**src/gpf_pkg.sv**
```systemverilog
package gpf_pkg;

  // apb request bundle from the master
  typedef struct packed {
    logic        psel;
    logic        penable;
    logic        pwrite;
    logic [31:0] paddr;
    logic [31:0] pwdata;
  } gpf_apb_req_s;

  // register indices; byte address is four times the index
  localparam logic [15:0] GPF_IDX_P0_LEVELS   = 16'h5200;
  localparam logic [15:0] GPF_IDX_P0_IRQ_EN   = 16'h5205;
  localparam logic [15:0] GPF_IDX_P0_EDGE     = 16'h5206;
  localparam logic [15:0] GPF_IDX_P0_FLAGS    = 16'h5207;
  localparam logic [15:0] GPF_IDX_P0_DBNC     = 16'h5208;
  localparam logic [15:0] GPF_IDX_PORT0_KEY_RESET_CFG     = 16'h5209;
  localparam logic [15:0] GPF_IDX_P0_GATE     = 16'h520a;
  localparam logic [15:0] GPF_IDX_P1_LEVELS   = 16'h5210;
  localparam logic [15:0] GPF_IDX_P1_DRIVE    = 16'h5211;
  localparam logic [15:0] GPF_IDX_P1_DRV_EN   = 16'h5212;
  localparam logic [15:0] GPF_IDX_P1_PULLUP   = 16'h5213;
  localparam logic [15:0] GPF_IDX_P1_DBNC     = 16'h5218;

  // field positions
  localparam int GPF_DBNC_HI_LSB = 4;
  localparam int GPF_DBNC_LO_LSB = 0;
  localparam int GPF_DBNC_W      = 3;
  localparam int GPF_KRST_W      = 2;

  // writable masks and port-1 level read mask (reserved bits stay 0)
  localparam logic [7:0] GPF_DBNC_MASK   = 8'h77;
  localparam logic [7:0] GPF_KRST_MASK   = 8'h03;
  localparam logic [7:0] GPF_P1_LVL_MASK = 8'hfd;

  // reset values
  localparam logic [7:0] GPF_RST_ZERO   = 8'h00;
  localparam logic [7:0] GPF_RST_GATE   = 8'hff;
  localparam logic [7:0] GPF_RST_PULLUP = 8'hff;

  // key-entry reset codes
  localparam logic [1:0] GPF_KRST_OFF  = 2'h0;
  localparam logic [1:0] GPF_KRST_PIN1 = 2'h1;
  localparam logic [1:0] GPF_KRST_PIN2 = 2'h2;
  localparam logic [1:0] GPF_KRST_PIN3 = 2'h3;

  // shortest debounce window, in peripheral clock cycles
  localparam int GPF_DBNC_BASE_CYC = 256;
  localparam int GPF_DBNC_CNT_W    = 15;

endpackage

```
**src/gpf_ports.sv**
```systemverilog
// Behaviour
// - eight port-0 interrupt flags, set by pin event, cleared by writing 1, reset 0.
// - bits 6-4 pick port-0 upper nibble debounce: 0 none, 1-7 256..16384 cycles.
// - bits 2-0 pick port-0 lower nibble debounce, same mapping, reset none.
// - port-1 bits 6-4 pick upper nibble debounce, same mapping, reset none.
// - 2-bit key reset: fires when pins 1-0, 2-0 or 3-0 all low; 0 off.
// - per-pin port-0 input enable, reset all enabled.
// - port-1 level register read-only, bit 1 reads 0.
// - port-1 drive level register, 8-bit read/write, reset zero.
// - per-pin port-1 driver enable, reset all off.
// - per-pin port-1 pull-up enable, reset all on.
// - per-pin port-0 edge select: 1 falling, 0 rising, reset rising.
// - per-pin port-0 interrupt enable lets a set flag request interrupt, reset off.
// - port-1 bits 2-0 pick lower nibble debounce, same mapping, reset none.
`timescale 1ns/10ps
module gpf_ports
  import gpf_pkg::*;
#(
  parameter int P_DBNC_BASE = GPF_DBNC_BASE_CYC
)
(
  // clock and reset
  input  wire logic                  i_clk,
  input  wire logic                  i_rst_b,
  // apb slave
  input  wire gpf_pkg::gpf_apb_req_s i_apb,
  output logic                       o_pready,
  output logic [31:0]                o_prdata,
  output logic                       o_pslverr,
  // port 0 pins
  input  wire logic [7:0]            i_p0_pin,
  // port 1 pins
  input  wire logic [7:0]            i_p1_pin,
  output logic [7:0]                 o_port1_drive_levels,
  output logic [7:0]                 o_p1_oe,
  output logic [7:0]                 o_p1_pullup,
  // events
  output logic                       o_p0_irq,
  output logic                       o_key_reset
);
  import gpf_pkg::*;

  // register file
  logic [7:0] irq_en_reg;
  logic [7:0] edge_reg;
  logic [7:0] flags_reg;
  logic [7:0] flags_next;
  logic [7:0] p0_dbnc_reg;
  logic [7:0] krst_reg;
  logic [7:0] gate_reg;
  logic [7:0] drive_reg;
  logic [7:0] drv_en_reg;
  logic [7:0] pullup_reg;
  logic [7:0] p1_dbnc_reg;
  logic       pready_reg;
  logic       pslverr_reg;
  logic [31:0] prdata_reg;
  logic [31:0] prdata_next;
  logic       irq_reg;
  logic       krst_out_reg;
  logic [7:0] p0_prev_reg;

  // apb decode
  wire [15:0] idx       = i_apb.paddr[17:2];
  wire        aligned   = (i_apb.paddr[1:0] == 2'h0) && (i_apb.paddr[31:18] == 14'h0);
  wire        access    = i_apb.psel && i_apb.penable && !pready_reg;
  wire        done      = i_apb.psel && i_apb.penable && pready_reg;
  wire        wr_done   = done && i_apb.pwrite;
  wire [7:0]  wdata     = i_apb.pwdata[7:0];
  wire        hit_lvl0  = aligned && (idx == GPF_IDX_P0_LEVELS);
  wire        hit_ien   = aligned && (idx == GPF_IDX_P0_IRQ_EN);
  wire        hit_edge  = aligned && (idx == GPF_IDX_P0_EDGE);
  wire        hit_flag  = aligned && (idx == GPF_IDX_P0_FLAGS);
  wire        hit_dbn0  = aligned && (idx == GPF_IDX_P0_DBNC);
  wire        hit_krst  = aligned && (idx == GPF_IDX_PORT0_KEY_RESET_CFG);
  wire        hit_gate  = aligned && (idx == GPF_IDX_P0_GATE);
  wire        hit_lvl1  = aligned && (idx == GPF_IDX_P1_LEVELS);
  wire        hit_drv   = aligned && (idx == GPF_IDX_P1_DRIVE);
  wire        hit_oe    = aligned && (idx == GPF_IDX_P1_DRV_EN);
  wire        hit_pu    = aligned && (idx == GPF_IDX_P1_PULLUP);
  wire        hit_dbn1  = aligned && (idx == GPF_IDX_P1_DBNC);
  wire        hit_any   = hit_lvl0 | hit_ien | hit_edge | hit_flag | hit_dbn0 | hit_krst
                        | hit_gate | hit_lvl1 | hit_drv | hit_oe | hit_pu | hit_dbn1;
  // writes to read-only levels are refused
  wire        bad_acc   = !hit_any || (i_apb.pwrite && (hit_lvl0 || hit_lvl1));

  // debounce: four nibble groups, p0 lo, p0 hi, p1 lo, p1 hi
  wire [3:0] nib_raw [4];
  wire [2:0] nib_code [4];
  logic [3:0] nib_filt [4];
  logic [GPF_DBNC_CNT_W-1:0] nib_cnt [4];
  logic [GPF_DBNC_CNT_W-1:0] nib_thr [4];

  wire [7:0] p0_gated = i_p0_pin & gate_reg;
  assign nib_raw[0]  = p0_gated[3:0];
  assign nib_raw[1]  = p0_gated[7:4];
  assign nib_raw[2]  = i_p1_pin[3:0];
  assign nib_raw[3]  = i_p1_pin[7:4];
  assign nib_code[0] = p0_dbnc_reg[GPF_DBNC_LO_LSB +: GPF_DBNC_W];
  assign nib_code[1] = p0_dbnc_reg[GPF_DBNC_HI_LSB +: GPF_DBNC_W];
  assign nib_code[2] = p1_dbnc_reg[GPF_DBNC_LO_LSB +: GPF_DBNC_W];
  assign nib_code[3] = p1_dbnc_reg[GPF_DBNC_HI_LSB +: GPF_DBNC_W];

  genvar g;
  generate
    for (g = 0; g < 4; g++)
    begin : g_nib
      logic [3:0] samp_reg;
      // window is base shifted by code-1 cycles
      assign nib_thr[g] = (nib_code[g] == 3'h0) ? '0 :
        GPF_DBNC_CNT_W'(P_DBNC_BASE) << (nib_code[g] - 3'h1);
      always_ff @(posedge i_clk)
      begin
        if (!i_rst_b)
        begin
          samp_reg     <= 4'h0;
          nib_filt[g]  <= 4'h0;
          nib_cnt[g]   <= '0;
        end
        else if (nib_code[g] == 3'h0)
        begin
          samp_reg     <= nib_raw[g];
          nib_filt[g]  <= nib_raw[g];
          nib_cnt[g]   <= '0;
        end
        else if (nib_raw[g] != samp_reg)
        begin
          samp_reg     <= nib_raw[g];
          nib_cnt[g]   <= '0;
        end
        else if (samp_reg != nib_filt[g])
        begin
          // level held for the whole window
          if (nib_cnt[g] >= nib_thr[g] - GPF_DBNC_CNT_W'(1))
          begin
            nib_filt[g] <= samp_reg;
            nib_cnt[g]  <= '0;
          end
          else
            nib_cnt[g]  <= nib_cnt[g] + GPF_DBNC_CNT_W'(1);
        end
      end
    end
  endgenerate

  wire [7:0] p0_filt = {nib_filt[1], nib_filt[0]};
  wire [7:0] p1_filt = {nib_filt[3], nib_filt[2]};

  // edge detection on filtered level
  wire [7:0] p0_rise  = p0_filt & ~p0_prev_reg;
  wire [7:0] p0_fall  = ~p0_filt & p0_prev_reg;
  wire [7:0] p0_event = (p0_rise & ~edge_reg) | (p0_fall & edge_reg);
  wire [7:0] flag_clr = (wr_done && hit_flag) ? wdata : 8'h00;

  // set wins over clear
  assign flags_next = (flags_reg & ~flag_clr) | p0_event;

  // key-entry reset on filtered low pins
  wire [1:0] krst_code  = krst_reg[GPF_KRST_W-1:0];
  wire       krst_match = (krst_code == GPF_KRST_PIN1 && p0_filt[1:0] == 2'h0)
                       || (krst_code == GPF_KRST_PIN2 && p0_filt[2:0] == 3'h0)
                       || (krst_code == GPF_KRST_PIN3 && p0_filt[3:0] == 4'h0);

  // read mux
  always_comb
  begin
    prdata_next = 32'h0;
    case (1'b1)
      hit_lvl0: prdata_next[7:0] = p0_filt;
      hit_ien:  prdata_next[7:0] = irq_en_reg;
      hit_edge: prdata_next[7:0] = edge_reg;
      hit_flag: prdata_next[7:0] = flags_reg;
      hit_dbn0: prdata_next[7:0] = p0_dbnc_reg;
      hit_krst: prdata_next[7:0] = krst_reg;
      hit_gate: prdata_next[7:0] = gate_reg;
      hit_lvl1: prdata_next[7:0] = p1_filt & GPF_P1_LVL_MASK;
      hit_drv:  prdata_next[7:0] = drive_reg;
      hit_oe:   prdata_next[7:0] = drv_en_reg;
      hit_pu:   prdata_next[7:0] = pullup_reg;
      hit_dbn1: prdata_next[7:0] = p1_dbnc_reg;
      default:  prdata_next = 32'h0;
    endcase
  end

  // bus handshake: one wait state
  always_ff @(posedge i_clk)
  begin
    if (!i_rst_b)
    begin
      pready_reg  <= 1'b0;
      pslverr_reg <= 1'b0;
      prdata_reg  <= 32'h0;
    end
    else
    begin
      pready_reg  <= access;
      pslverr_reg <= access && bad_acc;
      prdata_reg  <= (access && !i_apb.pwrite) ? prdata_next : 32'h0;
    end
  end

  // register writes
  always_ff @(posedge i_clk)
  begin
    if (!i_rst_b)
    begin
      irq_en_reg  <= GPF_RST_ZERO;
      edge_reg    <= GPF_RST_ZERO;
      p0_dbnc_reg <= GPF_RST_ZERO;
      krst_reg    <= GPF_RST_ZERO;
      gate_reg    <= GPF_RST_GATE;
      drive_reg   <= GPF_RST_ZERO;
      drv_en_reg  <= GPF_RST_ZERO;
      pullup_reg  <= GPF_RST_PULLUP;
      p1_dbnc_reg <= GPF_RST_ZERO;
    end
    else if (wr_done)
    begin
      if (hit_ien)
        irq_en_reg  <= wdata;
      if (hit_edge)
        edge_reg    <= wdata;
      if (hit_dbn0)
        p0_dbnc_reg <= wdata & GPF_DBNC_MASK;
      if (hit_krst)
        krst_reg    <= wdata & GPF_KRST_MASK;
      if (hit_gate)
        gate_reg    <= wdata;
      if (hit_drv)
        drive_reg   <= wdata;
      if (hit_oe)
        drv_en_reg  <= wdata;
      if (hit_pu)
        pullup_reg  <= wdata;
      if (hit_dbn1)
        p1_dbnc_reg <= wdata & GPF_DBNC_MASK;
    end
  end

  // flags, edge history and event outputs
  always_ff @(posedge i_clk)
  begin
    if (!i_rst_b)
    begin
      flags_reg    <= GPF_RST_ZERO;
      p0_prev_reg  <= 8'h00;
      irq_reg      <= 1'b0;
      krst_out_reg <= 1'b0;
    end
    else
    begin
      flags_reg    <= flags_next;
      p0_prev_reg  <= p0_filt;
      irq_reg      <= |(flags_reg & irq_en_reg);
      krst_out_reg <= krst_match;
    end
  end

  assign o_pready    = pready_reg;
  assign o_pslverr   = pslverr_reg;
  assign o_prdata    = prdata_reg;
  assign o_port1_drive_levels    = drive_reg;
  assign o_p1_oe     = drv_en_reg;
  assign o_p1_pullup = pullup_reg;
  assign o_p0_irq    = irq_reg;
  assign o_key_reset = krst_out_reg;
endmodule

```
**config.mk**
```make
export PLATFORM = sky130hd
export DESIGN_NAME = gpf_ports
export DESIGN_NICKNAME = d
export VERILOG_FILES = /design/src/gpf_pkg.sv /design/src/gpf_ports.sv
export SDC_FILE = /design/constraint.sdc
export NUM_CORES = 1
export LEC_CHECK = 0
export BUFFER_PORTS_ARGS = -buffer_cell sky130_fd_sc_hd__buf_2
export CAP_MARGIN = 25
export CORE_MARGIN = 5
export CORE_UTILIZATION = 36
export CTS_BUF_LIST = sky130_fd_sc_hd__clkbuf_4
export CTS_CLUSTER_SIZE = 14
export DETAILED_ROUTE_END_ITERATION = 16
export HOLD_SLACK_MARGIN = 0.08
export PLACE_DENSITY_LB_ADDON = 0.3
export SLEW_MARGIN = 20
export SYNTH_ARGS = -nofsm -noshare
export SYNTH_HDL_FRONTEND = slang
export SYNTH_SLANG_ARGS = --single-unit
```
**constraint.sdc**
```tcl
create_clock -name i_clk -period 6 [get_ports i_clk]
set_input_delay 0.6 -clock i_clk [delete_from_list [all_inputs] [get_ports i_clk]]
set_output_delay 0.6 -clock i_clk [all_outputs]
set_load 0.1 [all_outputs]
```
# After elaboration in Yosys (flattened, before gate mapping)
# Memories as Yosys holds them, arrays and structs flattened.
# Cells that the tools add are included.
totals:
  ff_bits: 130
  ram_bits: 76
  elab_cells: 295
  memories: 2
mem_list:
  columns: ["name", "words", "word_bits", "rd", "rd_ports_with_merged_regs", "wr", "line", "rtl"]
  rows:
  - ["nib_cnt", 4, 15, 4, 0, 4, "gpf_ports.sv:91", "logic [GPF_DBNC_CNT_W-1:0] nib_cnt [4];"]
  - ["nib_filt", 4, 4, 4, 0, 4, "gpf_ports.sv:90", "logic [3:0] nib_filt [4];"]
op_classes:
  n_addsub: 12
  order_cmp: 4
  n_eq_ne: 23
  shift: 4
  n_mux: 126
  n_bitwise: 48
  reduce_logical: 55
op_table:
  columns: ["operator", "n"]
  rows:
  - ["2-to-1 mux 15 bit", 20]
  - ["== test 16 x 15 -> 1 bit (second input constant)", 12]
  - ["2-to-1 mux 8 bit", 12]
  - ["2-to-1 mux 1 bit", 77]
  - ["2-to-1 mux 4 bit", 16]
  - ["adder 15 x 1 -> 15 bit (second input constant)", 4]
  - [">= comparator 15 bit", 4]
  - ["<< shifter 9 x 3 -> 15 bit (first input constant)", 4]
  - ["subtractor 15 x 1 -> 15 bit (second input constant)", 4]
  - ["AND 8 bit", 7]
  - ["bitwise OR 1 bit", 35]
  - ["inequality test 4 bit", 8]
  - ["NOT 8 bit", 4]
  - ["logical AND 1 bit", 24]
  - ["AND reduction 2 bit", 10]
  - ["bitwise OR 8 bit", 2]
  - ["zero test 3 bit", 5]
  - ["zero test 14 bit", 1]
  - ["subtractor 3 x 1 -> 3 bit (second input constant)", 4]
  - ["nonzero test 2 bit", 4]
  - ["OR reduction 8 bit", 1]
  - ["2-to-1 mux 7 bit", 1]
  - ["== test 2 bit (second input constant)", 2]
  - ["zero test 2 bit", 2]
  - ["other kinds (4)", 9]

# Logic depth before layout (Yosys ltp)
logic_depth:
  depth_word: 17
  ltp_mapped: 15

# Worst setup path after synthesis
# OpenSTA, ideal clock, no wires.
synth_timing:
  path_kind: "register to register"
  from: "register p0_dbnc_reg[2]"
  to: "memory nib_cnt[0][10] (data pin)"
  setup_ns: 0.140
  arrival_ns: 3.083
  t_required_ns: 5.860
  setup_slack_ns: 2.778
  stages_incl_launch_ff: 13
  path_buffers: 2
  period_less_slack_ns: 3.222
  path_cell_list: "dfxtp_1 clkbuf_1 inv_1 ha_1 and4_1 a211o_1 ha_1 o2111a_1 nor4b_1 a2111oi_0 nand2_1 clkbuf_1 nor2_1"
synth_lines:
  columns: ["item", "line", "rtl"]
  rows:
  - ["start, declared", "gpf_ports.sv:48", "logic [7:0] p0_dbnc_reg;"]
  - ["start signal, assigned", "gpf_ports.sv:224", "p0_dbnc_reg <= wdata & GPF_DBNC_MASK;"]
  - ["end, declared", "gpf_ports.sv:91", null]

==> run metrics <==
max cap viols=0; maximum vdd drop=0.0000995 V; RSZ-0062 raised after global routing=no; critical path's most frequent cell=ha_1; Peak Freq=0.268 GHz; RePlAce Congestion=0.918; Synth Instances=1156; clk sinks=182; worst skew pair latency=0.59 ns; post-route cell area=0.0116 mm^2; number of flip-flops in the largest register=60; I/O Buffers=96; Area Growth Syn to Fin=9.80%; vias in the first global route=8208; residual DRC count=0; layout cells sized above 1=12.9%; mux cell area share after synthesis=6.65%; status=finished, final reports clean; drt wl/cell=16.9 um; final hold violations=0; FILL cells=2875; Post-CTS Setup Inserts=0; worst-path cell chain=inv_1 > ha_1 > and4_1 > a211o_1 > ha_1 > o2111a_1 > nor4b_1 > a2111oi_0 > nand2_1 > nor2_1; Mapped Area=0.0106 mm^2; Worst Hold Class=input pin to flip-flop; 1st-pass router iterations=6; pin count of the biggest net entering global routing=61; setup tns final=0 ns; Slew Limit Fails=0; CTS root buf=clkbuf_4; Core Area=0.0289 mm^2; # setup viols final=0; Chip Height=181 um; cts hold-fix bufs=0; max incr delay on CP=0.62 ns; Netlist cell types=76; clk slew on worst S/H paths=0.16 ns; cell taking the most area after synthesis=edfxtp_1; crit path DAT=4.17 ns; Die Area=0.0329 mm^2; sequential element share of the synthesized area=41.6%; CTS tree=yes; Placement Cell Area=0.0113 mm^2; Synth async-reset ratio=0%; Pleak=4.78 nW; final period utilization=62.1%; main combinational cell family by area after synthesis=simple AND/OR/NAND/NOR gates; Mapped Avg Cell Area=9.16 um^2; routed wire length=27400 um; Synth Area in Compound Gates=11.7%; CTS Buffer Depth=2; Worst-Margin Slew=0.913 ns; post-DP HPWL=20400 um; post-synthesis simple-gate area fraction=23.1%; vias per cell=5.31; WS Path Type=flip-flop to flip-flop; dominant synthesized flop cell=dfxtp_1; Die W=181 um; via count=8615; critical path required time=6.44 ns; CP max stage cell=a2111oi_0; clk_skew=0.0276 ns; Yosys top cell area share=21.6%; number of flops mapped to enable cells by yosys=76; Initial Utilization=36.7%; Resized Gates After CTS=0; NetSw=0.616 mW; Area contributors post-synth=edfxtp_1, dfxtp_1, mux2i_1; Clk network pwr share=32.9%; synth warn=0; relative slew slack=38.7%; post-synthesis register bit count=182; GRT Util Overall=16.3%; Sw Share=27.1%; Crit. End Element=flip-flop; peak fanout along the critical path=14; Power Density=196 mW/mm^2; Nets=1350; Post-Synth XOR/XNOR Area=7.12%; crit start category=flip-flop; first-pass GRT wire length=43900 um; Congestion Overflow GR=0; Combinational Power Share=9.1%; initial antenna violation count=1; initial detailed-routing violation count=724; clock buffer count from CTS=17; min Tclk post-route=3.73 ns; Synth Area in Adders=4.96%; cell internal pwr=1.66 mW; Flop pwr share=58.0%; Ports=145; H-tree level count=4; Rows=62; antenna viol nets, final=0
## worst max-delay path, delay by kind of cell (launching register included)
family / cells / cell delay (ns)
and+or+nand+nor: 4 / 1.07
AOI/OAI and AO/OA: 3 / 1.11
buffers and inverters: 1 / 0.17
adders and majority gates: 2 / 0.63
DFF: 1 / 0.61
## final cells by class
class | instances | area, um^2 | area share (%)
sequential | 182 | 4400 | 37.9
clock inverter | 13 | 171 | 1.47
clock buffer | 19 | 143 | 1.23
multi-input combinational | 886 | 5760 | 49.5
antenna | 2 | 5.00 | 0.0431
tap | 384 | 480 | 4.13
inverter | 32 | 120 | 1.03
timing repair buffer | 104 | 541 | 4.65
## synthesized netlist by cell type (5+ instances only)
cell type	n
xor2_1	52
and2_1	25
nand2b_1	10
a32oi_1	7
o22ai_1	7
nor3b_1	8
inv_1	30
nor2_1	147
xnor2_1	34
a31oi_1	7
or3_1	8
a21o_1	10
nor3_1	16
buf_4	25
dfxtp_1	106
a22o_1	9
a32o_1	5
mux2_2	9
clkbuf_1	50
nor4_1	26
a221oi_1	8
nand2_1	113
o21a_1	6
a21oi_1	44
and3_1	21
nand3_1	43
mux2i_1	58
ha_1	42
o21ai_0	27
edfxtp_1	76
a22oi_1	11
nor2b_1	16
nor4b_1	6
nand4_1	21
or4_1	5
## cell usage in the layout, fill, tap and decap left out, drive strengths merged, types with 5 or more instances in the layout
cell      n
a21o     10
a21oi    44
a221oi    8
a22o      9
a22oi    11
a31oi     7
a32o      5
a32oi     7
and2     25
and3     21
buf     104
clkbuf   19
clkinv    6
conb     24
dfxtp   106
edfxtp   76
ha       42
inv      34
mux2      9
mux2i    58
nand2   113
nand2b   10
nand3    43
nand4    21
nor2    147
nor2b    16
nor3     18
nor3b     8
nor4     30
nor4b     8
o21a      6
o21ai    31
o22ai     7
or3       8
or4       5
xnor2    34
xor2     52
## stage by stage
step                util (%)  worst slack, ns  std cells  hold WS [ns]  total power [mW]
floorplan                  -             2.78       1179         0.451              1.50
global route            40.3             1.84       1621         0.225              2.37
CTS                     40.2             2.29       1620         0.211              2.30
finish                  40.3             2.27       1622         0.256              2.27
global placement        39.1             2.35       1586         0.466              1.55
detailed placement      39.2             2.27       1588         0.482              1.55
## kinds of logic after synthesis
family	Yosys count
multiplexers	68
XOR/XNOR	86
other	1
flip-flops	182
buffers and inverters	111
AO/OA/AOI/OAI	181
adder cells (fa/ha/maj)	42
AND/OR/NAND/NOR	485
## final timing paths
| kind | depth (start not counted) | startpoint | to | slack [ns] |
|---|---|---|---|---|
| max | 10 | p0_dbnc_reg[2] | nib_cnt[0][2] | 2.27 |
| min | 2 | i_p1_pin[6] | g_nib[3].samp_reg[2] | 0.26 |
| max reg2reg | 10 | p0_dbnc_reg[2] | nib_cnt[0][2] | 2.27 |
| min reg2reg | 2 | edge_reg[1] | edge_reg[1] | 0.50 |
## power by group through the flow
stage	Combinational [mW]	Clock, mW	Sequential, mW
after global routing	0.221	0.823	1.32
after floorplan	0.162	0	1.34
after CTS	0.205	0.780	1.32
final	0.207	0.749	1.32
after global placement	0.203	0	1.35
after detailed placement	0.205	0	1.35
## metal layers
metal | global-route usage [%] | routed length (um) | up-vias
met4 | 3.93 | 422 | 0
met2 | 23.8 | 11600 | 282
li1 | - | - | 4249
met1 | 24.0 | 13200 | 4057
met3 | 4.30 | 2150 | 27
met5 | 0 | 0 | -
Note: power is estimated with default switching activity, not from simulation.
